==> config.mk <==
export PLATFORM = sky130hd
export DESIGN_NAME = ttpo_top
export DESIGN_NICKNAME = d
export VERILOG_FILES = /design/src/verilog/ttpo_pkg.sv /design/src/verilog/ttpo_top.sv
export SDC_FILE = /design/constraint.sdc
export NUM_CORES = 1
export LEC_CHECK = 0
export BUFFER_PORTS_ARGS = -buffer_cell sky130_fd_sc_hd__buf_2
export CAP_MARGIN = 15
export CORE_UTILIZATION = 51
export DETAILED_ROUTE_END_ITERATION = 12
export PLACE_DENSITY = 0.74
export SYNTH_ARGS = -nofsm -noshare
export SYNTH_HDL_FRONTEND = slang
export SYNTH_SLANG_ARGS = --single-unit
==> constraint.sdc <==
create_clock -name hclk -period 2.8 [get_ports hclk]
set_input_delay 0.14 -clock hclk [delete_from_list [all_inputs] [get_ports hclk]]
set_output_delay 0.14 -clock hclk [all_outputs]
set_load 0.005 [all_outputs]
==> src/verilog/ttpo_pkg.sv <==
// Register map, reset values and carriers of the timed parallel output block
package ttpo_pkg;
   // Word index of each register, byte address is four times the index
   localparam logic [2:0] IDX_LOW_BUF = 3'h0;
   localparam logic [2:0] IDX_HIGH_BUF = 3'h1;
   localparam logic [2:0] IDX_MODE = 3'h2;
   localparam logic [2:0] IDX_CTRL = 3'h3;
   localparam logic [2:0] IDX_STATUS = 3'h4;
   localparam int IDX_LSB = 2;
   // Control field sits in bits 7:4 as {oe, edge_rise, six_bit, trig_sel}
   localparam int CTRL_FIELD_POS = 4;
   // High buffer bits sit above the four low bits in a buffer word
   localparam int HIGH_POS = 4;
   localparam int STATUS_PEND_POS = 6;
   localparam logic [3:0] CTRL_RESET = 4'h0;
   localparam logic [5:0] MODE_RESET = 6'h00;
   localparam logic [1:0] HIGH_RESET = 2'h0;
   localparam logic [3:0] LOW_RESET = 4'h0;
   localparam int FIFO_DEPTH_DEF = 8;

   typedef struct packed {
      logic chan_output_enable;
      logic trigger_edge_select;
      logic six_bit_config_bit;
      logic trigger_select_bit;
   } ttpo_ctrl_t;

   // One queued buffer write
   typedef struct packed {
      logic wr_high;
      logic wr_low;
      logic [1:0] high;
      logic [3:0] low;
   } ttpo_entry_t;
endpackage : ttpo_pkg

==> src/verilog/ttpo_top.sv <==
// Timed parallel output channel: AHB-Lite registers, write queue, trigger logic
`timescale 1ns/1ps
`default_nettype none

module ttpo_fifo #(
   parameter int WIDTH = 8,
   parameter int DEPTH = 8
) (
   input wire logic clk,
   input wire logic rst_n,
   input wire logic ce,
   input wire logic in_valid,
   output logic in_ready,
   input wire logic [WIDTH-1:0] in_data,
   output logic out_valid,
   input wire logic out_ready,
   output logic [WIDTH-1:0] out_data
);
   localparam int AW = $clog2(DEPTH);

   typedef struct packed {
      logic [DEPTH-1:0][WIDTH-1:0] mem;
      logic [AW-1:0] rd;
      logic [AW-1:0] wr;
      logic [AW:0] cnt;
   } ttpo_fifo_state_t;

   ttpo_fifo_state_t s;
   ttpo_fifo_state_t next_s;
   logic push;
   logic pop;

   // Pointers wrap by overflow, so only powers of two are served
   if (DEPTH < 2 || (1 << AW) != DEPTH || WIDTH < 1)
   begin : g_bad_param
      $error("ttpo_fifo: DEPTH must be a power of two of at least 2");
   end

   assign in_ready = s.cnt != (AW+1)'(DEPTH);
   assign out_valid = s.cnt != '0;
   assign out_data = s.mem[s.rd];
   assign push = in_valid && in_ready;
   assign pop = out_valid && out_ready;

   always_comb
   begin
      next_s = s;
      if (push)
      begin
         next_s.mem[s.wr] = in_data;
         next_s.wr = s.wr + 1'b1;
      end
      if (pop)
      begin
         next_s.rd = s.rd + 1'b1;
      end
      if (push && !pop)
      begin
         next_s.cnt = s.cnt + 1'b1;
      end
      else if (pop && !push)
      begin
         next_s.cnt = s.cnt - 1'b1;
      end
   end

   always_ff @(posedge clk or negedge rst_n)
   begin
      if (!rst_n)
      begin
         s <= '0;
      end
      else if (ce)
      begin
         s <= next_s;
      end
   end
endmodule : ttpo_fifo

module ttpo_top import ttpo_pkg::*; #(
   parameter int FIFO_DEPTH = FIFO_DEPTH_DEF
) (
   input wire logic hclk,
   input wire logic hresetn,
   input wire logic ce,
   input wire logic hsel,
   input wire logic [31:0] haddr,
   input wire logic [1:0] htrans,
   input wire logic hwrite,
   input wire logic [2:0] hsize,
   input wire logic [31:0] hwdata,
   input wire logic hready,
   output logic hreadyout,
   output logic hresp,
   output logic [31:0] hrdata,
   input wire logic [2:0] compare_match_trigger,
   output logic [5:0] chan_output_pins
);
   typedef struct packed {
      logic ap_valid;
      logic ap_write;
      logic [2:0] ap_idx;
      logic ap_mapped;
      logic hreadyout;
      logic hresp;
      logic [31:0] hrdata;
      ttpo_ctrl_t ctrl;
      logic [5:0] per_bit_mode_mask;
      logic [1:0] high_out_buffer;
      logic [3:0] low_out_buffer;
      logic [1:0] latch_hi;
      logic [3:0] latch_lo;
      logic pend_hi;
      logic pend_lo;
      logic [2:0] s1;
      logic [2:0] s2;
      logic [2:0] s3;
      logic [2:0] lvl;
      logic fire_hi;
      logic fire_lo;
      logic [5:0] pins;
   } ttpo_state_t;

   localparam ttpo_state_t ST_RESET = '{ctrl: CTRL_RESET, per_bit_mode_mask: MODE_RESET,
      high_out_buffer: HIGH_RESET, low_out_buffer: LOW_RESET, hreadyout: 1'b1, default: '0};

   ttpo_state_t s;
   ttpo_state_t next_s;
   ttpo_entry_t push_data;
   ttpo_entry_t head;
   logic push_valid;
   logic push_ready;
   logic head_valid;
   logic pop;
   logic [2:0] rise;
   logic [2:0] fall;
   logic [2:0] hit;
   logic is_buf;

   // Writes queue here so software can post a burst of buffer values ahead of triggers
   ttpo_fifo #(
      .WIDTH($bits(ttpo_entry_t)),
      .DEPTH(FIFO_DEPTH)
   ) u_fifo (
      .clk(hclk),
      .rst_n(hresetn),
      .ce(ce),
      .in_valid(push_valid),
      .in_ready(push_ready),
      .in_data(push_data),
      .out_valid(head_valid),
      .out_ready(pop),
      .out_data(head)
   );

   assign is_buf = s.ap_idx == IDX_LOW_BUF || s.ap_idx == IDX_HIGH_BUF;

   // A half that is still waiting for its trigger blocks newer values for that half
   assign pop = head_valid && (!s.ctrl.chan_output_enable
      || !((head.wr_high && s.pend_hi) || (head.wr_low && s.pend_lo)));

   always_comb
   begin
      next_s = s;
      push_valid = 1'b0;
      push_data = '0;
      // A level counts once the second and third stages agree
      next_s.s1 = compare_match_trigger;
      next_s.s2 = s.s1;
      next_s.s3 = s.s2;
      for (int i = 0; i < 3; i++)
      begin
         if (s.s2[i] == s.s3[i])
         begin
            next_s.lvl[i] = s.s2[i];
         end
      end
      rise = next_s.lvl & ~s.lvl;
      fall = ~next_s.lvl & s.lvl;
      hit = s.ctrl.trigger_edge_select ? rise : fall;
      if (s.ctrl.six_bit_config_bit)
      begin
         next_s.fire_hi = s.ctrl.trigger_select_bit ? hit[0] : hit[1];
         next_s.fire_lo = next_s.fire_hi;
      end
      else
      begin
         next_s.fire_hi = s.ctrl.trigger_select_bit ? hit[1] : hit[2];
         next_s.fire_lo = s.ctrl.trigger_select_bit ? hit[0] : hit[1];
      end

      // Transfer on the cycle after the edge was registered
      if (s.ctrl.chan_output_enable && s.fire_hi)
      begin
         next_s.latch_hi = s.high_out_buffer;
         next_s.pend_hi = 1'b0;
      end
      if (s.ctrl.chan_output_enable && s.fire_lo)
      begin
         next_s.latch_lo = s.low_out_buffer;
         next_s.pend_lo = 1'b0;
      end

      if (pop && head.wr_high)
      begin
         next_s.high_out_buffer = head.high;
         if (!s.ctrl.chan_output_enable)
         begin
            // Nothing waits for a trigger while disabled, so a stale mark must not block later writes
            next_s.latch_hi = head.high;
            next_s.pend_hi = 1'b0;
         end
         else
         begin
            next_s.pend_hi = 1'b1;
         end
      end
      if (pop && head.wr_low)
      begin
         next_s.low_out_buffer = head.low;
         if (!s.ctrl.chan_output_enable)
         begin
            next_s.latch_lo = head.low;
            next_s.pend_lo = 1'b0;
         end
         else
         begin
            next_s.pend_lo = 1'b1;
         end
      end

      // Data phase: one wait state, longer while the queue is full
      if (s.ap_valid)
      begin
         next_s.hreadyout = 1'b1;
         next_s.ap_valid = 1'b0;
         if (s.ap_write && s.ap_mapped)
         begin
            if (is_buf)
            begin
               push_valid = 1'b1;
               push_data.wr_high = s.ctrl.six_bit_config_bit || s.ap_idx == IDX_HIGH_BUF;
               push_data.wr_low = s.ctrl.six_bit_config_bit || s.ap_idx == IDX_LOW_BUF;
               push_data.high = hwdata[HIGH_POS +: 2];
               push_data.low = hwdata[3:0];
               if (!push_ready)
               begin
                  next_s.hreadyout = 1'b0;
                  next_s.ap_valid = 1'b1;
               end
            end
            else if (s.ap_idx == IDX_MODE)
            begin
               next_s.per_bit_mode_mask = hwdata[5:0];
            end
            else if (s.ap_idx == IDX_CTRL)
            begin
               next_s.ctrl = hwdata[CTRL_FIELD_POS +: 4];
            end
         end
         else if (!s.ap_write)
         begin
            next_s.hrdata = '0;
            if (!s.ap_mapped)
            begin
               next_s.hrdata = '0;
            end
            else if (is_buf)
            begin
               next_s.hrdata[5:0] = {s.high_out_buffer, s.low_out_buffer};
            end
            else if (s.ap_idx == IDX_MODE)
            begin
               next_s.hrdata[5:0] = s.per_bit_mode_mask;
            end
            else if (s.ap_idx == IDX_CTRL)
            begin
               next_s.hrdata[CTRL_FIELD_POS +: 4] = s.ctrl;
            end
            else
            begin
               next_s.hrdata[7:0] = {s.pend_hi, s.pend_lo, s.latch_hi, s.latch_lo};
            end
         end
      end

      // Address phase
      if (hsel && htrans[1] && hready)
      begin
         next_s.ap_valid = 1'b1;
         next_s.hreadyout = 1'b0;
         next_s.ap_write = hwrite;
         next_s.ap_idx = haddr[IDX_LSB +: 3];
         next_s.ap_mapped = haddr[31:IDX_LSB+3] == '0 && haddr[IDX_LSB +: 3] <= IDX_STATUS;
      end

      if (next_s.ctrl.chan_output_enable)
      begin
         next_s.pins = {next_s.latch_hi, next_s.latch_lo} & next_s.per_bit_mode_mask;
      end
      else
      begin
         next_s.pins = '0;
      end
   end

   always_ff @(posedge hclk or negedge hresetn)
   begin
      if (!hresetn)
      begin
         s <= ST_RESET;
      end
      else if (ce)
      begin
         s <= next_s;
      end
   end

   assign hreadyout = s.hreadyout;
   assign hresp = s.hresp;
   assign hrdata = s.hrdata;
   assign chan_output_pins = s.pins;
endmodule : ttpo_top

`default_nettype wire

-- Yosys cells after proc, flatten, opt, wreduce, memory -nomap -nowiden
Cells that the tools add are included.
W data, S select, Z words.
- input bits: 78
- logic and storage cells: 156
- bits in registers: 133
- output and inout bits: 40
- equal/unequal tests: 7
- muxes and demuxes: 54
- reduce and logical (&&, ||, !) cells: 43
- $add $sub $neg: 4
- $lt $le $gt $ge: 4
- bitwise logic cells: 9
- operator list (kind ; count):
    $bwmux W64 ; 1
    $mux W8 ; 6
    $mux W4 ; 9
    $mux W10 ; 3
    $logic_not A27 Y1 ; 1
    $bmux W8 S3 ; 1
    $demux W8 S3 ; 1
    $mux W6 ; 4
    $mux W1 ; 21
    $reduce_and A2 Y1 ; 9
    $logic_and A1 B1 Y1 ; 16
    $mux W2 ; 6
    $lt A3 B4 Y1 const B ; 2
    $reduce_bool A2 Y1 ; 4
    $mux W7 ; 1
    $add A3 B1 Y3 const B ; 2
    $and A3 B3 Y3 ; 2
    $and A6 B6 Y6 ; 1
    $eq A3 B2 Y1 const B ; 2
    $not A3 Y3 ; 2
    $reduce_and A6 Y1 ; 1
    $logic_or A1 B1 Y1 ; 5
    $add A4 B1 Y4 const B ; 1
    $logic_not A1 Y1 ; 4
    11 further kinds ; 16

-- Longest topological paths before layout
Gate-level depths: netlist of run 1.
- depth after elaboration: 12
- depth in mapped cells: 13
- mapped depth without buffers: 12

-- By module
From an unflattened synthesis of run 1, not the netlist that was laid out.
- cells, all modules: 527
- area, all modules: 6807.8 µm²
- by module, submodules not included (module ; cells each ; area each (µm²) ; times used ; sequential area each (µm²)):
    ttpo_fifo ; 225 ; 3616.0 ; 1 ; 1851.8
    ttpo_top ; 302 ; 3191.8 ; 1 ; 1477.7

-- Worst setup path before layout of run 1
OpenSTA, ideal clock, no wires.
- path kind: register -> register
- start point: register u_fifo.s[7] in the netlist's numbering
- end point: register u_fifo.s[3] in the netlist's numbering
- path slack: -0.189 ns
- path buffers: 1
- cell stages (with the launch flop): 14
- data required time: 2.674 ns
- arrival time: 2.863 ns
- clock period less this slack: 2.989 ns
- setup time: 0.126 ns
- cells stage by stage: dfrtp_1 -> buf_2 -> mux2_2 -> mux4_2 -> nand3_1 -> nand3b_1 -> ha_1 -> inv_1 -> ha_1 -> a21o_1 -> a21oi_1 -> xnor2_1 -> nor2_1 -> xor2_1
- longest elaborated chain between the ends: 12
- elaborated cells on any way between the ends: 15
- those cells by class: mux: 3; reduce/logical: 12
- RTL lines (element ; RTL line ; source):
    start: declaration ; ttpo_top.sv:28 ; ttpo_fifo_state_t s;
    start signal: assignment ; ttpo_top.sv:75 ; s <= next_s;
    $bmux W8 S3 (*) ; ttpo_top.sv:41 ; assign out_data = s.mem[s.rd];
    $mux W8 (implied by the code) (*) ; ttpo_top.sv:41 ;
    $logic_and A1 B1 Y1 ; ttpo_top.sv:160 ; || !((head.wr_high && s.pend_hi) || (head.wr_low && s.pend_lo)));
    $logic_or A1 B1 Y1 (*) ; ttpo_top.sv:160 ;
    $logic_not A1 Y1 (*) ; ttpo_top.sv:160 ;
    $logic_or A1 B1 Y1 (*) ; ttpo_top.sv:160 ;
    $logic_and A1 B1 Y1 (*) ; ttpo_top.sv:159 ; assign pop = head_valid && (!s.ctrl.chan_output_enable
    $logic_and A1 B1 Y1 (*) ; ttpo_top.sv:43 ; assign pop = out_valid && out_ready;
    $logic_not A1 Y1 ; ttpo_top.sv:57 ; if (push && !pop)
    $logic_and A1 B1 Y1 ; ttpo_top.sv:57 ;
    $reduce_bool A2 Y1 (no source line) ; -- ;
    $reduce_and A2 Y1 (no source line) ; -- ;
Every way passes the cells marked *; elsewhere a longest branch is shown, timed or not. The select of a mux whose other input is x is not followed.
A chain may end at the register's enable or synchronous reset.

-- Worst setup path in the final report of run 1
Same ends and word-level chain as after synthesis.

==> flow_results.org, run 1 <==
** Job
- Max-cap check violation count :: 0

** Power and ir drop
- Of the total power, the clock network draws 0.402.
- In this run the static leakage power is 0.00380 uW.
- Dividing total power by cell area gives a power density of 706 nW/um^2.
- In this run the power spent charging and discharging nets is around 1500 uW.
- Internal power comes to roughly 4100 uW.
- IR analysis of the VDD net gives a maximum drop of 0.000387 V.
- Of the total power, registers draw 0.405.
- Sw Ratio :: 0.276
- Of the total power, combinational logic draws 0.193.

** Placement
- At the placement stage, the worst setup path has a slack of -3.49 ps.
- After detailed placement, the design holds a cell count of a little over 800.
- Post-DP HPWL :: 10200 um
- DP Area :: 7180 um^2
- Number of buffers inserted by port buffering :: 62
- Routability-driven placement finished with a final weighted congestion of 0.840.

** Synth
- EDFF count, synth :: 0
- For this run, the register share of the synthesized area comes to 0.495.
- The Yosys step of the flow raised 0 warnings.
- Ys flop type :: dfrtp_1
- Netlist area before placement :: 6720 um^2
- The cell count after synthesis came out at 593.
- Register bit total from synthesis :: between 100 and 150
- Yosys mapped the design onto 54 distinct sky130hd cell types.
- Of all flip-flops after synthesis, the portion carrying an async set or reset was 1.00.
- A synthesized cell averages 11.3 um^2.

** Timing
- Top achievable clock speed :: 368 MHz
- Endpoints failing setup :: 0
- Final setup slack of the worst path :: 80.5 ps
- Final-layout worst hold slack :: 24.6 ps
- Worst slew margin relative to its limit :: 0.408
- In the finished design, the share of the clock period the worst path needs comes to 0.971.
- Min cycle time layout :: approximately 2700 ps
- Between clock sinks in the finished design, the worst skew comes to between 6 and 7 ps.
- The final hold violation count came to 0.
- Setup repair after global routing could not meet its margin everywhere.
- Number of max-slew violations in the final report :: 0
- For the pin with the worst max-slew slack, the measured transition is 881 ps.
- Setup total negative slack on the finished layout was measured at 0 ps.

** CTS
- Cts bufs inserted :: 17
- At the later pin of the worst-skew pair, clock insertion delay measures approximately 420 ps.
- The root buffer cell chosen for the clock tree is clkbuf_16.
- Sink Count :: 133
- CTS tree :: built
- In this run the number of H-tree levels came out at 4.
- After clock tree synthesis, the clock-pin slew on the worst setup and hold paths is 60 ps.
- Clk buf depth :: 2

** Worst setup path
- The most critical setup path has its startpoint at u_fifo.s[7].
- Endpoint type of the worst setup path :: register
- Critical Path RT :: roughly 3100 ps
- Depth of the worst register-to-register path :: 12
- The worst register-to-register path begins at u_fifo.s[7].
- The setup path with the least slack is of type reg -> reg.
- Worst Path Max Fanout :: 6
- Reg2Reg Setup Slack :: 80 ps
- Endpoint of the most critical setup path :: u_fifo.s[3]
- The worst setup path is launched from a register.
- In this run the critical register-to-register path is captured at u_fifo.s[3].
- At the worst endpoint, the arrival time is 3020 ps.

** Detailed routing
- For this block, the initial DRC count from the detailed router was 320.
- Detailed-routing iteration count for the pre-antenna-repair pass :: 4
- For this run, design rule violations remaining after detail routing come to 0.
- Final wirelength :: about 15000 um
- After detailed routing, the average wire length per cell comes to about 17 um.
- The detail route stage leaves a number of antenna-violating nets equal to 0.
- Routed via count :: 4684
- Number of vias per cell :: about 5.4

** Global routing
- The first global-routing pass estimated ~23000 um of wire.
- Number of global-route vias before repair :: 4614
- Largest net degree at the start of global routing :: 70
- In the global route stage, overall resource usage came out at 0.229.
- The initial antenna violation count was 0.
- Global routing finished with a remaining overflow of 0.

** Finish
- Number of nets in the layout :: 760
- Leaving out fill and tap cells, the most frequent cell in the layout is dfrtp_1.
- In the final layout, the share of cells above drive strength 1 is 0.317.
- Leaving out fill and tap cells, the most frequent cells in the layout are 131 x dfrtp_1, 62 x mux2_2, 61 x buf_2.
- For this run, the number of standard cells in the final layout without fillers is 860.
- The number of antenna diodes in the final layout is 0.
- Area growth from synthesis to final layout :: 18.2%
- The layout has 995 filler cells.
- Post-route standard cell area excluding fillers :: 7940 um^2

** Floorplanning
- Horizontal extent of the die :: 117 um
- Height of the chip :: ~120 um
- Core box area :: 12700 um^2
- Std cell rows :: 41
- 118 I/O pins were placed.
- The die covers 13600 um^2.
- Starting utilization of the core area :: 0.528

** Hold path
- Tightest Hold Check Type :: in -> reg

** Status
- Status :: finished, final reports clean
per-layer routing:
layer  track usage  routed length [um]  vias to the layer above  share of wire
met2         0.395                7760                      107           0.52
li1              -                   -                     2196              -
met3        0.0494                 540                       21          0.036
met5             0                   0                        -              0
met4        0.0886                 191                        0          0.013
met1         0.284                6360                     2360           0.43
critical path, stage by stage (launching register included):
cell and delay [ps]:
dfrtp_2 460, mux2_4 310, mux4_2 510, nand3_2 100, nand3b_1 90, ha_2 190
inv_2 90, ha_4 200, a21o_1 160, a21oi_2 140, xnor2_1 130, nor2_1 70
xor2_1 150
how the worst min path moves through the flow:
stage	cells past startpoint	startpoint	end
6_report	4	haddr[31]	s[78]
5_1_grt	4	haddr[11]	s[78]
4_1_cts	4	haddr[31]	s[78]
3_5_place_dp	1	hresetn	s[12]
3_3_place_gp	1	hresetn	s[9]
2_1_floorplan	0	hresetn	chan_output_pins[0]
kinds of logic after synthesis:
kind of cell	synth area share
and+or+nand+nor	0.117
DFF	0.495
muxes	0.206
AOI/OAI and AO/OA	0.0843
buffers and inverters	0.0737
xor gates and xnor gates	0.0104
adders and majority gates	0.0123
other	0.000558
power groups by stage:
stage,Clock [uW],Combinational (uW),Sequential (uW)
floorplan,0,803,2210
global placement,0,1020,2270
detailed placement,0,1060,2290
CTS,2290,1080,2260
global route,2370,1190,2290
finish,2250,1080,2270
repair_timing:
| item | 4_1_cts | 5_1_grt |
|---|---|---|
| gates resized for setup | 1 | 5 |
| pin swaps | 0 | 6 |
| hold endpoints to repair | 42 | 0 |
| setup endpoints to repair | 1 | 1 |
| hold buffers | 11 | 0 |
| buffers inserted | 0 | 3 |
cell type report:
| type | count | area (um^2) | area share |
|---|---|---|---|
| inverter | 24 | 90.1 | 0.0113 |
| multi-input combinational | 394 | 3020 | 0.381 |
| tap | 172 | 215 | 0.0271 |
| clock buffer | 22 | 474 | 0.0597 |
| timing repair buffer | 106 | 683 | 0.0860 |
| sequential | 133 | 3330 | 0.419 |
| clock inverter | 9 | 126 | 0.0159 |
synthesized netlist by cell type (6+ instances only):
cell type / n / area share
dfrtp_1: 132 / 0.49
mux2_2: 66 / 0.11
nand2_1: 57 / 0.032
o21ai_0: 42 / 0.031
buf_4: 39 / 0.044
mux2i_1: 34 / 0.051
nor2_1: 26 / 0.015
inv_1: 24 / 0.013
a21oi_1: 23 / 0.017
clkbuf_1: 21 / 0.012
mux4_2: 13 / 0.044
nor2b_1: 8 / 0.0074
a2bb2oi_1: 7 / 0.0091
nor4_1: 7 / 0.0065
and2_1: 6 / 0.0056
nand2b_1: 6 / 0.0056
nand3_1: 6 / 0.0045
o32ai_1: 6 / 0.0078
xnor2_1: 6 / 0.0078
registers in the layout, summed over array words and instances (netlist names):
name,flops
hreadyout,1
u_fifo.s,74
chan_output_pins,6
next_s,6
s,38
hrdata,8
per-stage QoR:
stage | utilization | total power [uW]
global placement | 0.565 | 3300
floorplan | - | 3020
global route | 0.624 | 5860
detailed placement | 0.565 | 3340
finish | 0.624 | 5610
CTS | 0.620 | 5630
Power figures use the tool's default switching activity.
==> run 2: changes to the inputs <==
- clock period: 2.8 -> 2.4 ns (I/O delays scaled with it)
==> run 2 against run 1 <==
The run now ends with negative setup slack left. Combinational power grew 31%. Non-clock buffer count increased by 16. Register-to-register slack got worse by 340 ps. Setup slack lost 340 ps. First-iteration DRC count up 8.4%. Largest power group unchanged. Highest routed layer unchanged.
==> flow_results.org, run 2 (same netlist as run 1, synthesis figures left out) <==
** Floorplanning
- Std cell rows :: 41 (unchanged)
- The initial core utilization came to 0.528 (unchanged).
- The vertical die dimension came to 117 um (unchanged).
- The boundary pin count came to 118 (unchanged).
- Core box area :: 12700 um^2 (unchanged)
- Total die area :: 13600 um^2 (unchanged)
- Horizontal extent of the die :: 117 um (unchanged)

** Placement
- Global placer's final weighted congestion :: 0.820 (-2.5%)
- Number of buffers inserted by port buffering :: 62 (unchanged)
- Placed insts :: 824 (+1.1%)
- DP Area :: 7270 um^2 (+1.2%)
- Post-DP HPWL :: 10300 um (+0.94%)

** Timing
- Number of max-slew violations in the final report :: 0 (unchanged)
- Period Utilization, post-route :: 1.11 (+0.136)
- The tightest slew margin relative to the limit came to 0.585 (+0.177).
- The final hold violation count came to 0 (unchanged).
- Top achievable clock speed :: 376 MHz (+2.3%)
- Total Neg Setup Slack :: -629 ps (-629 ps)
- The actual slew at the worst max-slew pin is 622 ps (-259 ps).
- Min cycle time layout :: 2660 ps (-62.0 ps)
- Endpoints failing setup :: 3 (+3)
- The final setup slack of the worst path came to -258 ps (-338 ps).
- Setup repair after global routing could not meet its margin everywhere.
- The maximum clock skew at final layout came to 10.7 ps (+4.42 ps).

** Global routing
- The via count of the first global-routing pass is 4762 (+3.2%).
- The first-pass GRT wire length came to 23900 um (+3.4%).
- Largest net degree at the start of global routing :: 61 (-13%)
- The leftover overflow at the end of global routing came to 0 (unchanged).
- The overall routing resource usage is 0.236 (+0.00651).
- The initial antenna violation count was 0 (unchanged).

** Detailed routing
- Number of design-rule violations left by the first detailed-router iteration :: 347 (+8.4%)
- The DRC violations left came to 0 (unchanged).
- The vias after detailed routing was 4760 (+1.6%).
- Antenna Nets Post-Route :: 0 (unchanged)
- The average routed wire per standard cell is 16.8 um (-2.8%).
- Number of vias per cell :: 5.44 (-0.12%)
- The count of TritonRoute iterations in the first routing pass is 4 (unchanged).
- Final wirelength :: 14700 um (-1.1%)

** Finish
- Final core area utilization :: 0.637 (+0.0128)
- The number of standard cells in the final layout excluding fillers came to 875 (+1.7%).
- The share of final-layout standard cells stronger than drive strength 1 came to 0.340 (+0.0231).
- Number of nets in the layout :: 776 (+2.1%)
- The post-route standard cell area excluding fillers came to 8110 um^2 (+2.0%).
- The number of inserted filler cells in the final layout is 1009 (+1.4%).
- Antenna Cells :: 0 (unchanged)
- More flip-flops sit in one register than any other, and that register is u_fifo.s.
- The number of flip-flops under the largest register name is 74 (unchanged).
- Relative to the synthesized area, the layout overhead comes to 20.6%.
- Commonest cells after routing, fill and taps aside :: 131 x dfrtp_1, 61 x mux2_2, 61 x buf_2
- Most frequent standard cell in the layout excluding fill and tap cells :: dfrtp_1

** Worst setup path
- The worst setup path is launched from a register.
- Worst R2R Start :: u_fifo.s[7]
- Critical Path RT :: 2700 ps (-400 ps)
- Endpoint type of the worst setup path :: register
- Reg2Reg Setup Slack :: -260 ps (-340 ps)
- The path depth of the worst reg2reg path came to 9 (-3).
- Worst Path Max Fanout :: 6 (unchanged)
- Kind of critical path :: reg -> reg
- Worst reg2reg path endpoint :: u_fifo.s[1]
- Worst Path Arrival :: 2960 ps (-60 ps)

** CTS
- Clk buf depth :: 2 (unchanged)
- Cts bufs inserted :: 17 (unchanged)
- The total number of clock tree sinks came to 133 (unchanged).
- The clock-pin slew reported for the worst setup and hold paths after clock tree synthesis is 60 ps (about the same).
- Clock root buffer master :: clkbuf_16
- CTS tree :: built
- The level count of the clock H-tree is 4 (unchanged).
- The clock latency on the worst-skew pair was 420 ps (about the same).

** Status
- Violated checks :: negative setup slack
- The flow ran to the end, but the final reports show violations.

** Hold path
- Hold path startpoint :: hwdata[4]
- Hold endpoint :: s[40]
- Hold Path Stages :: 2 (-2)
- The path class of the tightest hold or removal check is in -> reg.

** Power and ir drop
- The overall power of the completed layout came to 6420 uW (+15%).
- The maximum vdd ir drop was 0.000541 V (+40%).
- The static leakage came to 0.00389 uW (+2.2%).
- Power density of the placed cells :: 792 nW/um^2 (+12%)

** Job
- Max-cap check violation count :: 0 (unchanged)
## run 2: changes by cell type in the layout (fill, tap and decap cells not counted), sizes merged
cell / before / now
clkinvlp: 1 / 0
clkinv: 5 / 4
dlygate4sd3: 11 / 15
clkbuf: 22 / 26
bufinv: 3 / 0
buf: 95 / 107
## run 2: worst max path at each step
stage,startpoint,to,slack [ps]
6_report,u_fifo.s[7],u_fifo.s[1],-260
5_1_grt,u_fifo.s[7],u_fifo.s[3],-350
4_1_cts,u_fifo.s[7],u_fifo.s[3],-250
3_5_place_dp,u_fifo.s[7],u_fifo.s[3],-340
3_3_place_gp,u_fifo.s[7],u_fifo.s[3],-250
2_1_floorplan,u_fifo.s[7],u_fifo.s[3],-310
## run 2: layout make-up
cell class / count / area, um^2 / area share
clock buffer: 26 / 519 / 0.0641
clock inverter: 4 / 20.0 / 0.00247
inverter: 24 / 92.6 / 0.0114
multi-input combinational: 394 / 3100 / 0.383
sequential: 133 / 3330 / 0.411
tap: 172 / 215 / 0.0265
timing repair buffer: 122 / 825 / 0.102
## run 2: stage by stage
stage	hold slack (ps)	setup WS, ps
2_1_floorplan	-176	-309
3_3_place_gp	141	-254
3_5_place_dp	152	-337
4_1_cts	20.1	-247
5_1_grt	36.5	-346
6_report	46.7	-258
## run 2: report_power, final
part           leakage, uW  switching, uW  total (uW)  internal, uW
Clock             0.000272            898        2360          1460
Sequential         0.00173            217        2640          2420
Combinational      0.00188            688        1420           735
Total              0.00389           1800        6420          4620
## run 2: routing by layer
metal | vias up | wire (um) | track usage
met2 | 125 | 7600 | 0.391
met5 | - | 0 | 0
met4 | 0 | 219 | 0.0878
met3 | 19 | 711 | 0.0623
met1 | 2378 | 6160 | 0.299
li1 | 2238 | - | -
## run 2: repair_timing
item                       in CTS  in global routing
resized for setup              12                  9
hold endpoints to repair       50                  0
setup endpoints to repair       8                 17
pin swaps                       5                  4
buffers inserted                6                  0
hold buffers                   15                  0
## run 2: critical path, stage by stage, from the launching register on
cell	delay, ps
dfrtp_2	470
mux2_4	320
mux4_2	510
nand3_2	100
nand3b_1	80
ha_2	200
inv_4	70
buf_4	100
fa_2	410
mux2_2	270
